==> config.mk <==
export PLATFORM = sky130hd
export DESIGN_NAME = servo_status_output_select
export DESIGN_NICKNAME = d
export VERILOG_FILES = /design/src/pkg/status_out_pkg.sv /design/src/servo_status_output_select.sv
export SDC_FILE = /design/constraint.sdc
export NUM_CORES = 1
export LEC_CHECK = 0
export BUFFER_PORTS_ARGS = -buffer_cell sky130_fd_sc_hd__buf_2
export CORE_MARGIN = 5
export CORE_UTILIZATION = 51
export DETAILED_ROUTE_END_ITERATION = 10
export GPL_TIMING_DRIVEN = 0
export PLACE_DENSITY = 0.88
export SETUP_SLACK_MARGIN = 0.02
export SKIP_CTS_REPAIR_TIMING = 1
export SYNTH_ARGS = -nofsm -noshare
export SYNTH_HDL_FRONTEND = slang
export SYNTH_SLANG_ARGS = --single-unit
==> constraint.sdc <==
create_clock -name sys_clk -period 2.7 [get_ports sys_clk]
set_input_delay 0.27 -clock sys_clk [delete_from_list [all_inputs] [get_ports sys_clk]]
set_output_delay 0.27 -clock sys_clk [all_outputs]
set_load 0.005 [all_outputs]
==> src/pkg/status_out_pkg.sv <==
// Package: register map, field layout and function codes of the output selector
package status_out_pkg;
   // Register byte offsets on the APB bus
   localparam logic [11:0] REG_LIMIT_DISABLE = 12'h000;
   localparam logic [11:0] REG_TERMINAL_ASSIGN = 12'h004;
   localparam logic [11:0] REG_TORQUE_LEVEL = 12'h008;
   localparam logic [11:0] REG_TORQUE_TIME = 12'h00C;
   localparam logic [11:0] REG_IRQ_STATUS = 12'h010;
   localparam logic [11:0] REG_IRQ_MASK = 12'h014;
   localparam logic [11:0] REG_LINE_STATE = 12'h018;
   localparam logic [11:0] REG_ACTIVE_LIMIT = 12'h01C;
   // Reset values
   localparam logic [15:0] LIMIT_DISABLE_RST = 16'h0000;
   localparam logic [15:0] TERMINAL_ASSIGN_RST = 16'h0210;
   localparam logic [15:0] TORQUE_LEVEL_RST = 16'h0064;
   localparam logic [15:0] TORQUE_TIME_RST = 16'h000A;
   // Digit positions inside the limit-disable word
   localparam int FWD_DIS_BIT = 4;
   localparam int REV_DIS_BIT = 8;
   // Assignable terminal pairs and digit width
   localparam int NUM_PAIRS = 3;
   localparam int DIGIT_W = 4;
   // Unit of the torque detect time parameter: 1 ms at 50 MHz
   localparam int CLK_MHZ = 50;
   localparam int TIME_UNIT_US = 1000;
   localparam int TIME_UNIT_CYC = CLK_MHZ * TIME_UNIT_US;
   localparam logic [15:0] TICK_LAST = 16'(TIME_UNIT_CYC - 1);
   // Function codes of one assignment digit
   typedef enum logic [3:0] {
      FN_POS_DONE = 4'h0,
      FN_ROTATION = 4'h1,
      FN_READY = 4'h2,
      FN_TORQUE_LIMIT = 4'h3,
      FN_BRAKE = 4'h4,
      FN_INDEX = 4'h5,
      FN_TRAVEL = 4'h6,
      FN_EXCITE = 4'h7,
      FN_HOME = 4'h8,
      FN_TORQUE_DETECT = 4'h9,
      FN_REMOTE_ONE = 4'hA,
      FN_REMOTE_TWO = 4'hB
   } func_code_t;
   // Interrupt status bit positions
   localparam int IRQ_TRAVEL = 0;
   localparam int IRQ_TORQUE_DET = 1;
   localparam int IRQ_TORQUE_LIM = 2;
   localparam int IRQ_W = 3;
endpackage : status_out_pkg

==> src/servo_status_output_select.sv <==
// Servo status output generation and terminal pair routing with APB registers
//
// Design decisions made here: the register offsets and the APB interface to the registers.
`timescale 1ns/1ps
`default_nettype none
module servo_status_output_select
   import status_out_pkg::*;
(
   input wire logic sys_clk,
   input wire logic arst_n,
   // APB slave
   input wire logic psel,
   input wire logic penable,
   input wire logic pwrite,
   input wire logic [11:0] paddr,
   input wire logic [31:0] pwdata,
   output logic [31:0] prdata,
   output logic pready,
   output logic pslverr,
   // Drive status sources, active high
   input wire logic index_mark_in,
   input wire logic fwd_limit_in,
   input wire logic rev_limit_in,
   input wire logic servo_on_in,
   input wire logic pos_done_in,
   input wire logic rotation_in,
   input wire logic ready_in,
   input wire logic brake_release_in,
   input wire logic home_done_in,
   input wire logic remote_one_in,
   input wire logic remote_two_in,
   input wire logic [15:0] torque_ref_in,
   input wire logic [15:0] torque_lim_in,
   input wire logic [15:0] torque_actual_in,
   // Restart request: reloads restart-only settings
   input wire logic restart_in,
   // Terminal pairs, active low; interrupt line, active high
   output logic [NUM_PAIRS-1:0] pair_out_n,
   output logic irq
);

   // Overview of the block
   //
   // Register map, one aligned 32-bit word per register:
   //   limit disable    - written copy of the limit disable word
   //   terminal assign  - one function code per terminal pair
   //   torque level     - torque detect threshold, unsigned
   //   torque time      - torque detect qualification, in time units
   //   irq status       - sticky event bits, write one to clear
   //   irq mask         - same layout as the status word
   //   line state       - read only, function levels by code
   //   active limit     - read only, disable word now in force
   // Bits above the used field read as zero; writes ignore them.
   // Writes to the two read-only words are refused with pslverr.
   // An unmapped address is refused as well and changes nothing.
   //
   // Bus timing:
   //   Every access takes exactly one wait state.  The request is
   //   taken on the first access edge, pready follows one cycle
   //   later for one cycle only.  Read data is registered and
   //   stays on prdata until the next read replaces it.
   //   The fixed wait keeps the read mux out of the bus path, at
   //   the cost of one cycle per transfer, which is harmless at
   //   the low rate at which the host reconfigures the terminals.
   //
   // Terminal routing:
   //   Each pair shows one function level, inverted, so a pair is
   //   low while its function is active and high otherwise.
   //   A code above the last defined function leaves the pair
   //   high, the same as an inactive function, so that a stray
   //   write can never fake an active status towards the host.
   //   A function that no digit selects simply does not appear.
   //   Every pair is registered, so a pair lags its source by one
   //   clock; the host sees no combinational glitch from the mux.
   //
   // Travel clear:
   //   The line is on while no enabled travel limit is hit.  A
   //   disabled limit drops out of the term, so with both limits
   //   disabled the line stays on whatever the limit pins show.
   //   The disable word only takes hold on a restart request or
   //   on reset; writing it alone changes nothing on the lines.
   //   This keeps a half-finished setup from dropping a limit
   //   while the axis is moving.
   //
   // Torque detect:
   //   The actual torque must stay above the level for the set
   //   number of time units before the output goes active.  The
   //   time unit comes from a prescaler running on the system
   //   clock; a dip below the level restarts the whole count.
   //   A time of zero asserts one clock after the level is
   //   exceeded.  Long times are not shortened for simulation,
   //   so tests use small values.
   //
   // Torque limit:
   //   Active while the torque reference is strictly above the
   //   configured limit; equal values count as not limited.
   //
   // Interrupts:
   //   Three events set sticky status bits: loss of travel clear,
   //   rise of torque detect and rise of torque limit.  A new
   //   event in the same cycle as a clear wins, so no event can
   //   be lost to a badly timed acknowledge.  The irq line is high
   //   while any unmasked status bit is set; it is registered from the
   //   next status value, so it changes on the same edge as the status.
   //
   // Limitations:
   //   All source inputs are taken as synchronous to sys_clk; a
   //   source from another domain must be synchronised outside.
   //   The index pulse is passed straight through, so its width
   //   on the pair is the dwell time of the shaft at the mark,
   //   rounded to whole clocks.  A mark shorter than one clock
   //   can be missed, which limits the usable shaft speed.
   //   The restart input is level sensitive: while it is high the
   //   written disable word is copied into force every clock.

   // All state of the block
   typedef struct packed {
      logic [31:0] prdata;
      logic pready;
      logic pslverr;
      logic [15:0] limit_disable_r;   // Written value
      logic [15:0] limit_active_r;    // Value in force since restart
      logic [15:0] assign_r;
      logic [15:0] level_r;
      logic [15:0] time_r;
      logic [IRQ_W-1:0] status_r;
      logic [IRQ_W-1:0] mask_r;
      logic [15:0] tick_cnt;          // Time unit prescaler
      logic [15:0] dwell_cnt;         // Units spent above level
      logic detect_r;                 // Qualified torque detect
      logic travel_r;                 // Last travel clear state
      logic tlim_r;                   // Last torque limit state
      logic [NUM_PAIRS-1:0] pair_n;
      logic irq;
   } state_t;

   state_t st_r;
   state_t st_nxt;

   // Active-high function level chosen by one digit
   function automatic logic pick(input logic [3:0] code,
                                 input logic [11:0] fn);
      logic res;
      res = 1'b0;
      if (code <= FN_REMOTE_TWO)
      begin
         res = fn[code];
      end
      return res;
   endfunction : pick

   // Decoded bus access phase
   logic acc;
   logic wr;
   logic rd;
   logic fwd_dis;
   logic rev_dis;
   logic travel_clear;   // High while no enabled limit is hit
   logic torque_lim;
   logic over_level;
   logic [11:0] fn_vec;  // Function levels indexed by code
   logic [IRQ_W-1:0] events;

   assign acc = psel & penable;
   assign wr = acc & pwrite;
   assign rd = acc & ~pwrite;

   // Only the value latched at restart steers the limits
   assign fwd_dis = st_r.limit_active_r[FWD_DIS_BIT];
   assign rev_dis = st_r.limit_active_r[REV_DIS_BIT];

   // Disabled limits drop out; both disabled leaves it clear
   assign travel_clear = ~((fwd_limit_in & ~fwd_dis)
                           | (rev_limit_in & ~rev_dis));

   assign torque_lim = torque_ref_in > torque_lim_in;
   assign over_level = torque_actual_in > st_r.level_r;

   // Source levels in function code order
   always_comb
   begin
      fn_vec = '0;
      fn_vec[FN_POS_DONE] = pos_done_in;
      fn_vec[FN_ROTATION] = rotation_in;
      fn_vec[FN_READY] = ready_in;
      fn_vec[FN_TORQUE_LIMIT] = torque_lim;
      fn_vec[FN_BRAKE] = brake_release_in;
      fn_vec[FN_INDEX] = index_mark_in;
      fn_vec[FN_TRAVEL] = travel_clear;
      fn_vec[FN_EXCITE] = servo_on_in;
      fn_vec[FN_HOME] = home_done_in;
      fn_vec[FN_TORQUE_DETECT] = st_r.detect_r;
      fn_vec[FN_REMOTE_ONE] = remote_one_in;
      fn_vec[FN_REMOTE_TWO] = remote_two_in;
   end

   // Events: travel lost, torque detect rise, torque limit rise
   assign events[IRQ_TRAVEL] = st_r.travel_r & ~travel_clear;
   // Rise is taken from the current state, not from st_nxt, so that
   // the status update does not read back through its own next value
   assign events[IRQ_TORQUE_DET] = over_level
                                   & (st_r.dwell_cnt >= st_r.time_r)
                                   & ~st_r.detect_r;
   assign events[IRQ_TORQUE_LIM] = torque_lim & ~st_r.tlim_r;

   // Next state of the whole block
   always_comb
   begin
      st_nxt = st_r;
      st_nxt.pready = 1'b0;
      st_nxt.pslverr = 1'b0;
      st_nxt.travel_r = travel_clear;
      st_nxt.tlim_r = torque_lim;

      // Register writes take effect on the access cycle
      if (wr & ~st_r.pready)
      begin
         unique case (paddr)
            REG_LIMIT_DISABLE: st_nxt.limit_disable_r = pwdata[15:0];
            REG_TERMINAL_ASSIGN: st_nxt.assign_r = pwdata[15:0];
            REG_TORQUE_LEVEL: st_nxt.level_r = pwdata[15:0];
            REG_TORQUE_TIME: st_nxt.time_r = pwdata[15:0];
            REG_IRQ_MASK: st_nxt.mask_r = pwdata[IRQ_W-1:0];
            REG_IRQ_STATUS: st_nxt.status_r = st_r.status_r
                                              & ~pwdata[IRQ_W-1:0];
            REG_LINE_STATE, REG_ACTIVE_LIMIT: st_nxt.pslverr = 1'b1;
            default: st_nxt.pslverr = 1'b1;
         endcase
      end

      // Reads return one wait state later with registered data
      if (rd & ~st_r.pready)
      begin
         st_nxt.prdata = '0;
         unique case (paddr)
            REG_LIMIT_DISABLE: st_nxt.prdata[15:0] = st_r.limit_disable_r;
            REG_TERMINAL_ASSIGN: st_nxt.prdata[15:0] = st_r.assign_r;
            REG_TORQUE_LEVEL: st_nxt.prdata[15:0] = st_r.level_r;
            REG_TORQUE_TIME: st_nxt.prdata[15:0] = st_r.time_r;
            REG_IRQ_STATUS: st_nxt.prdata[IRQ_W-1:0] = st_r.status_r;
            REG_IRQ_MASK: st_nxt.prdata[IRQ_W-1:0] = st_r.mask_r;
            REG_LINE_STATE: st_nxt.prdata[11:0] = fn_vec;
            REG_ACTIVE_LIMIT: st_nxt.prdata[15:0] = st_r.limit_active_r;
            default: st_nxt.pslverr = 1'b1;
         endcase
      end

      // Every access finishes after exactly one wait state
      if (acc & ~st_r.pready)
      begin
         st_nxt.pready = 1'b1;
      end

      // Restart copies the written disable word into force
      if (restart_in)
      begin
         st_nxt.limit_active_r = st_r.limit_disable_r;
      end

      // Torque must stay above level for the set number of units
      if (!over_level)
      begin
         st_nxt.tick_cnt = '0;
         st_nxt.dwell_cnt = '0;
         st_nxt.detect_r = 1'b0;
      end
      else if (st_r.dwell_cnt >= st_r.time_r)
      begin
         st_nxt.detect_r = 1'b1;
      end
      else if (st_r.tick_cnt == TICK_LAST)
      begin
         st_nxt.tick_cnt = '0;
         st_nxt.dwell_cnt = st_r.dwell_cnt + 16'h0001;
      end
      else
      begin
         st_nxt.tick_cnt = st_r.tick_cnt + 16'h0001;
      end

      // Sticky status: a new event wins over a clear
      st_nxt.status_r = st_nxt.status_r | events;
      st_nxt.irq = |(st_nxt.status_r & st_r.mask_r);
      // Active-low terminals; only the digit's function appears
      for (int p = 0; p < NUM_PAIRS; p++)
      begin
         st_nxt.pair_n[p] = ~pick(st_r.assign_r[p*DIGIT_W +: DIGIT_W],
                                  fn_vec);
      end
   end

   // One register for all state
   always_ff @(posedge sys_clk or negedge arst_n)
   begin
      if (!arst_n)
      begin
         st_r <= '0;
         st_r.limit_disable_r <= LIMIT_DISABLE_RST;
         st_r.limit_active_r <= LIMIT_DISABLE_RST;
         st_r.assign_r <= TERMINAL_ASSIGN_RST;
         st_r.level_r <= TORQUE_LEVEL_RST;
         st_r.time_r <= TORQUE_TIME_RST;
         st_r.travel_r <= 1'b1;
         st_r.pair_n <= '1;
      end
      else
      begin
         st_r <= st_nxt;
      end
   end

   assign prdata = st_r.prdata;
   assign pready = st_r.pready;
   assign pslverr = st_r.pslverr;
   assign pair_out_n = st_r.pair_n;
   assign irq = st_r.irq;

endmodule : servo_status_output_select
`default_nettype wire

==> run summary <==
Arr. time, crit path: 3.08 ns
final design utilization: 64.8%
post-synth top area share: 41.1%
Synth top cells by count: 132 x dfrtp_1, 81 x nand2_1, 59 x inv_1
Final setup violation count: 2
first-pass GRT wire length: 35,600 µm
final cell count without fillers: 1,191
I/O Buffers: 112
CP max-delay cell: or3b_4
synth top area cells: dfrtp_1 41%, ha_1 7.8%, mux2_2 7.3%
total track usage: 24.9%
Starting Density: 52.4%
Max-Cap Viols: 0
Root Driver: clkbuf_16
Simple-Gate Fraction of Synth Area: 13.5%
Layout area overhead: 23.6%
status: finished, violations left
CTS Buffer Depth: 2
most common cell in the netlist: dfrtp_1
# nets final: 1,126
Ys Warns: 0
Rows: 45
initial antenna violation count: 0
Overall Power: 4.95 mW
vias: 7,502
worst vdd ir: 0.537 mV
critical path class: reg2reg
Post-synth EDFFs: 0
Worst-Margin Slew: 0.865 ns
fin crit share: 101%
Post-Synth XOR/XNOR Area: 1.20%
grt ovf: 0
Post-Synthesis Cell Area: 8030 µm²
core area: 15,300 µm²
fmax: 0.368 GHz
largest net degree at the start of global routing: 89
vias in the first global route: 7,023
htree depth: 4
Synth area leader: dfrtp_1
placed cells: 1,140
multiplexer area fraction after synthesis: 9.47%
CP Buf/Inv Count: 2
CP required: 3.07 ns
Filler Cell Count: 1,073
io pins: 147
Clock Latency Late Sink: 0.44 ns
Crit path largest cell delay: 0.42 ns
Crit path max-delay family: compound AO/OA/AOI/OAI gates
Synth Flop Type: dfrtp_1
critical path fanouts, max: 5
Finished Cell Area: 9930 µm²
PD cells: 499 nW/µm²
compound-cell area share of the yosys netlist: 15.7%
Die Span Y: 135 µm
initial DRC count: 1,229
CP endpoint kind: flop
Yosys cell types: 60
dpl hpwl: 16,200 µm
RSZ-0062 raised after global routing: yes
Min-Delay Path Class: in2reg
share of cells above drive strength 1: 32.6%
DIE AREA: 18,400 µm²
clk slew on worst S/H paths: 0.06 ns
Adder-Cell Fraction of Synth Area: 7.79%
die width: 135 µm
dpl cell area: 8950 µm²
CP cell instances: inv_1 > ha_1 > a21oi_1 > o21ai_2 > a221oi_2 > o211ai_1 > buf_4 > a311oi_4 > or3b_4 > a21oi_2
Final Critical Period: 2.72 ns
failing checks: negative setup slack
Static Leak: 4.68 nW
final worst slack: -0.0150 ns
drt wl/cell: 21.1 µm
Post-Syn Instances: 801
drt drc: 0
DRT Pass-1 Iters: 7
Fin. Hold Viols: 0
Slew Viols, Final: 0
Via density: 6.30
Worst Skew: 0.0120 ns
Multi-input gate area: 4100 µm²
antenna diode count: 0
#FFs+latches synth: 143
sequential-to-total area share from yosys stat: 44.7%
pre-CTS WS: -0.463 ns
Startpoint Class: flop
largest family of logic cells by synthesized area: compound AO/OA/AOI/OAI gates
routed wire length: 25,100 µm
Final ANT Viol Nets: 0
CTS tree: done
Synth Area per Inst: 10.0 µm²
Sinks on Clock Net: 143
CTS buffer count: 17
Slew HR: 41.8%
Seq. cell area: 3590 µm²
RePlAce Congestion: 0.910
Async SR Flop Fraction: 100%
==> cells in the final DEF, fill, tap and decap left out, types with 5 or more instances in the layout <==
cell and count:
dfrtp_1 130, buf_2 114, nand2_1 81, o21ai_0 56, buf_4 54, inv_1 53, mux2_2 52, ha_1 43
a21oi_1 36, a22oi_1 31, nor2_1 28, clkbuf_1 21, nand3_1 18, clkbuf_16 17, conb_1 16, nand4_1 15
or3_1 13, a221oi_1 11, nor3_1 11, a31oi_1 11, dfstp_2 11, xor2_1 8, a21oi_2 7, ha_4 7
inv_2 6, mux4_2 6, nand2b_1 5, nor3b_1 5, and3_1 5
==> state kept, by name (all words and copies together) (netlist names) <==
signal,count
fn_vec,1
fwd_dis,1
irq,1
pair_out_n,3
prdata,16
pready,1
pslverr,1
rev_dis,1
st_r,118
==> worst paths after layout <==
kind	startpoint	endpoint	slack [ns]	cells after the start
worst min-delay path	pwdata[3]	st_r[48]	0.1	3
worst max-delay path	st_r[68]	st_r[36]	-0.02	10
worst min register to register	prdata[4]	prdata[4]	0.48	2
max in group asynchronous	arst_n	st_r[48]	1.42	3
worst max register to register	st_r[68]	st_r[36]	-0.02	10
min in group asynchronous	arst_n	st_r[120]	0.47	2
==> kinds of logic after synthesis <==
group | Yosys count
AND/OR/NAND/NOR | 212
AO/OA/AOI/OAI | 197
XOR/XNOR | 11
other | 1
multiplexers | 62
adder cells (fa/ha/maj) | 50
buffers and inverters | 125
flip-flops | 143
==> per-stage QoR <==
| stage | hold slack (ns) | setup TNS [ns] |
|---|---|---|
| after floorplan | -0.0256 | 0 |
| after global placement | 0.461 | -88.80 |
| after detailed placement | 0.392 | -17.01 |
| after CTS | -0.0543 | -8.51 |
| after global routing | 0.114 | -1.50 |
| final | 0.0987 | -0.0195 |
==> final cells by class <==
class	instances	share of cell area, %
plain buffers	65	4.02
clock buffers	18	4.32
clock inverters	14	1.68
inverters	59	2.23
repair buffers	133	7.53
multi-input cells	548	41.3
flip-flops and latches	143	36.2
well taps	211	2.66
==> routing by layer <==
| layer | vias up | GRT usage [%] | part of all wire [%] |
|---|---|---|---|
| met4 | 0 | 13.2 | 6.3 |
| met2 | 637 | 41.2 | 46 |
| met1 | 3477 | 29.8 | 36 |
| met5 | - | 0 | 0 |
| met3 | 188 | 6.46 | 12 |
| li1 | 3200 | - | - |
==> power by group <==
group / total (mW) / internal [mW] / switching [mW]
registers: 2.18 / 2.17 / 0.0150
clock network: 2.40 / 1.45 / 0.956
logic: 0.365 / 0.157 / 0.208
==> worst min-delay path, delay by kind of cell <==
family	cells	cell delay, ns
AO/OA/AOI/OAI	1	0.07
buffers and inverters	1	0.13
AND/OR/NAND/NOR	1	0.05
Note: power is estimated with default switching activity, not from simulation.
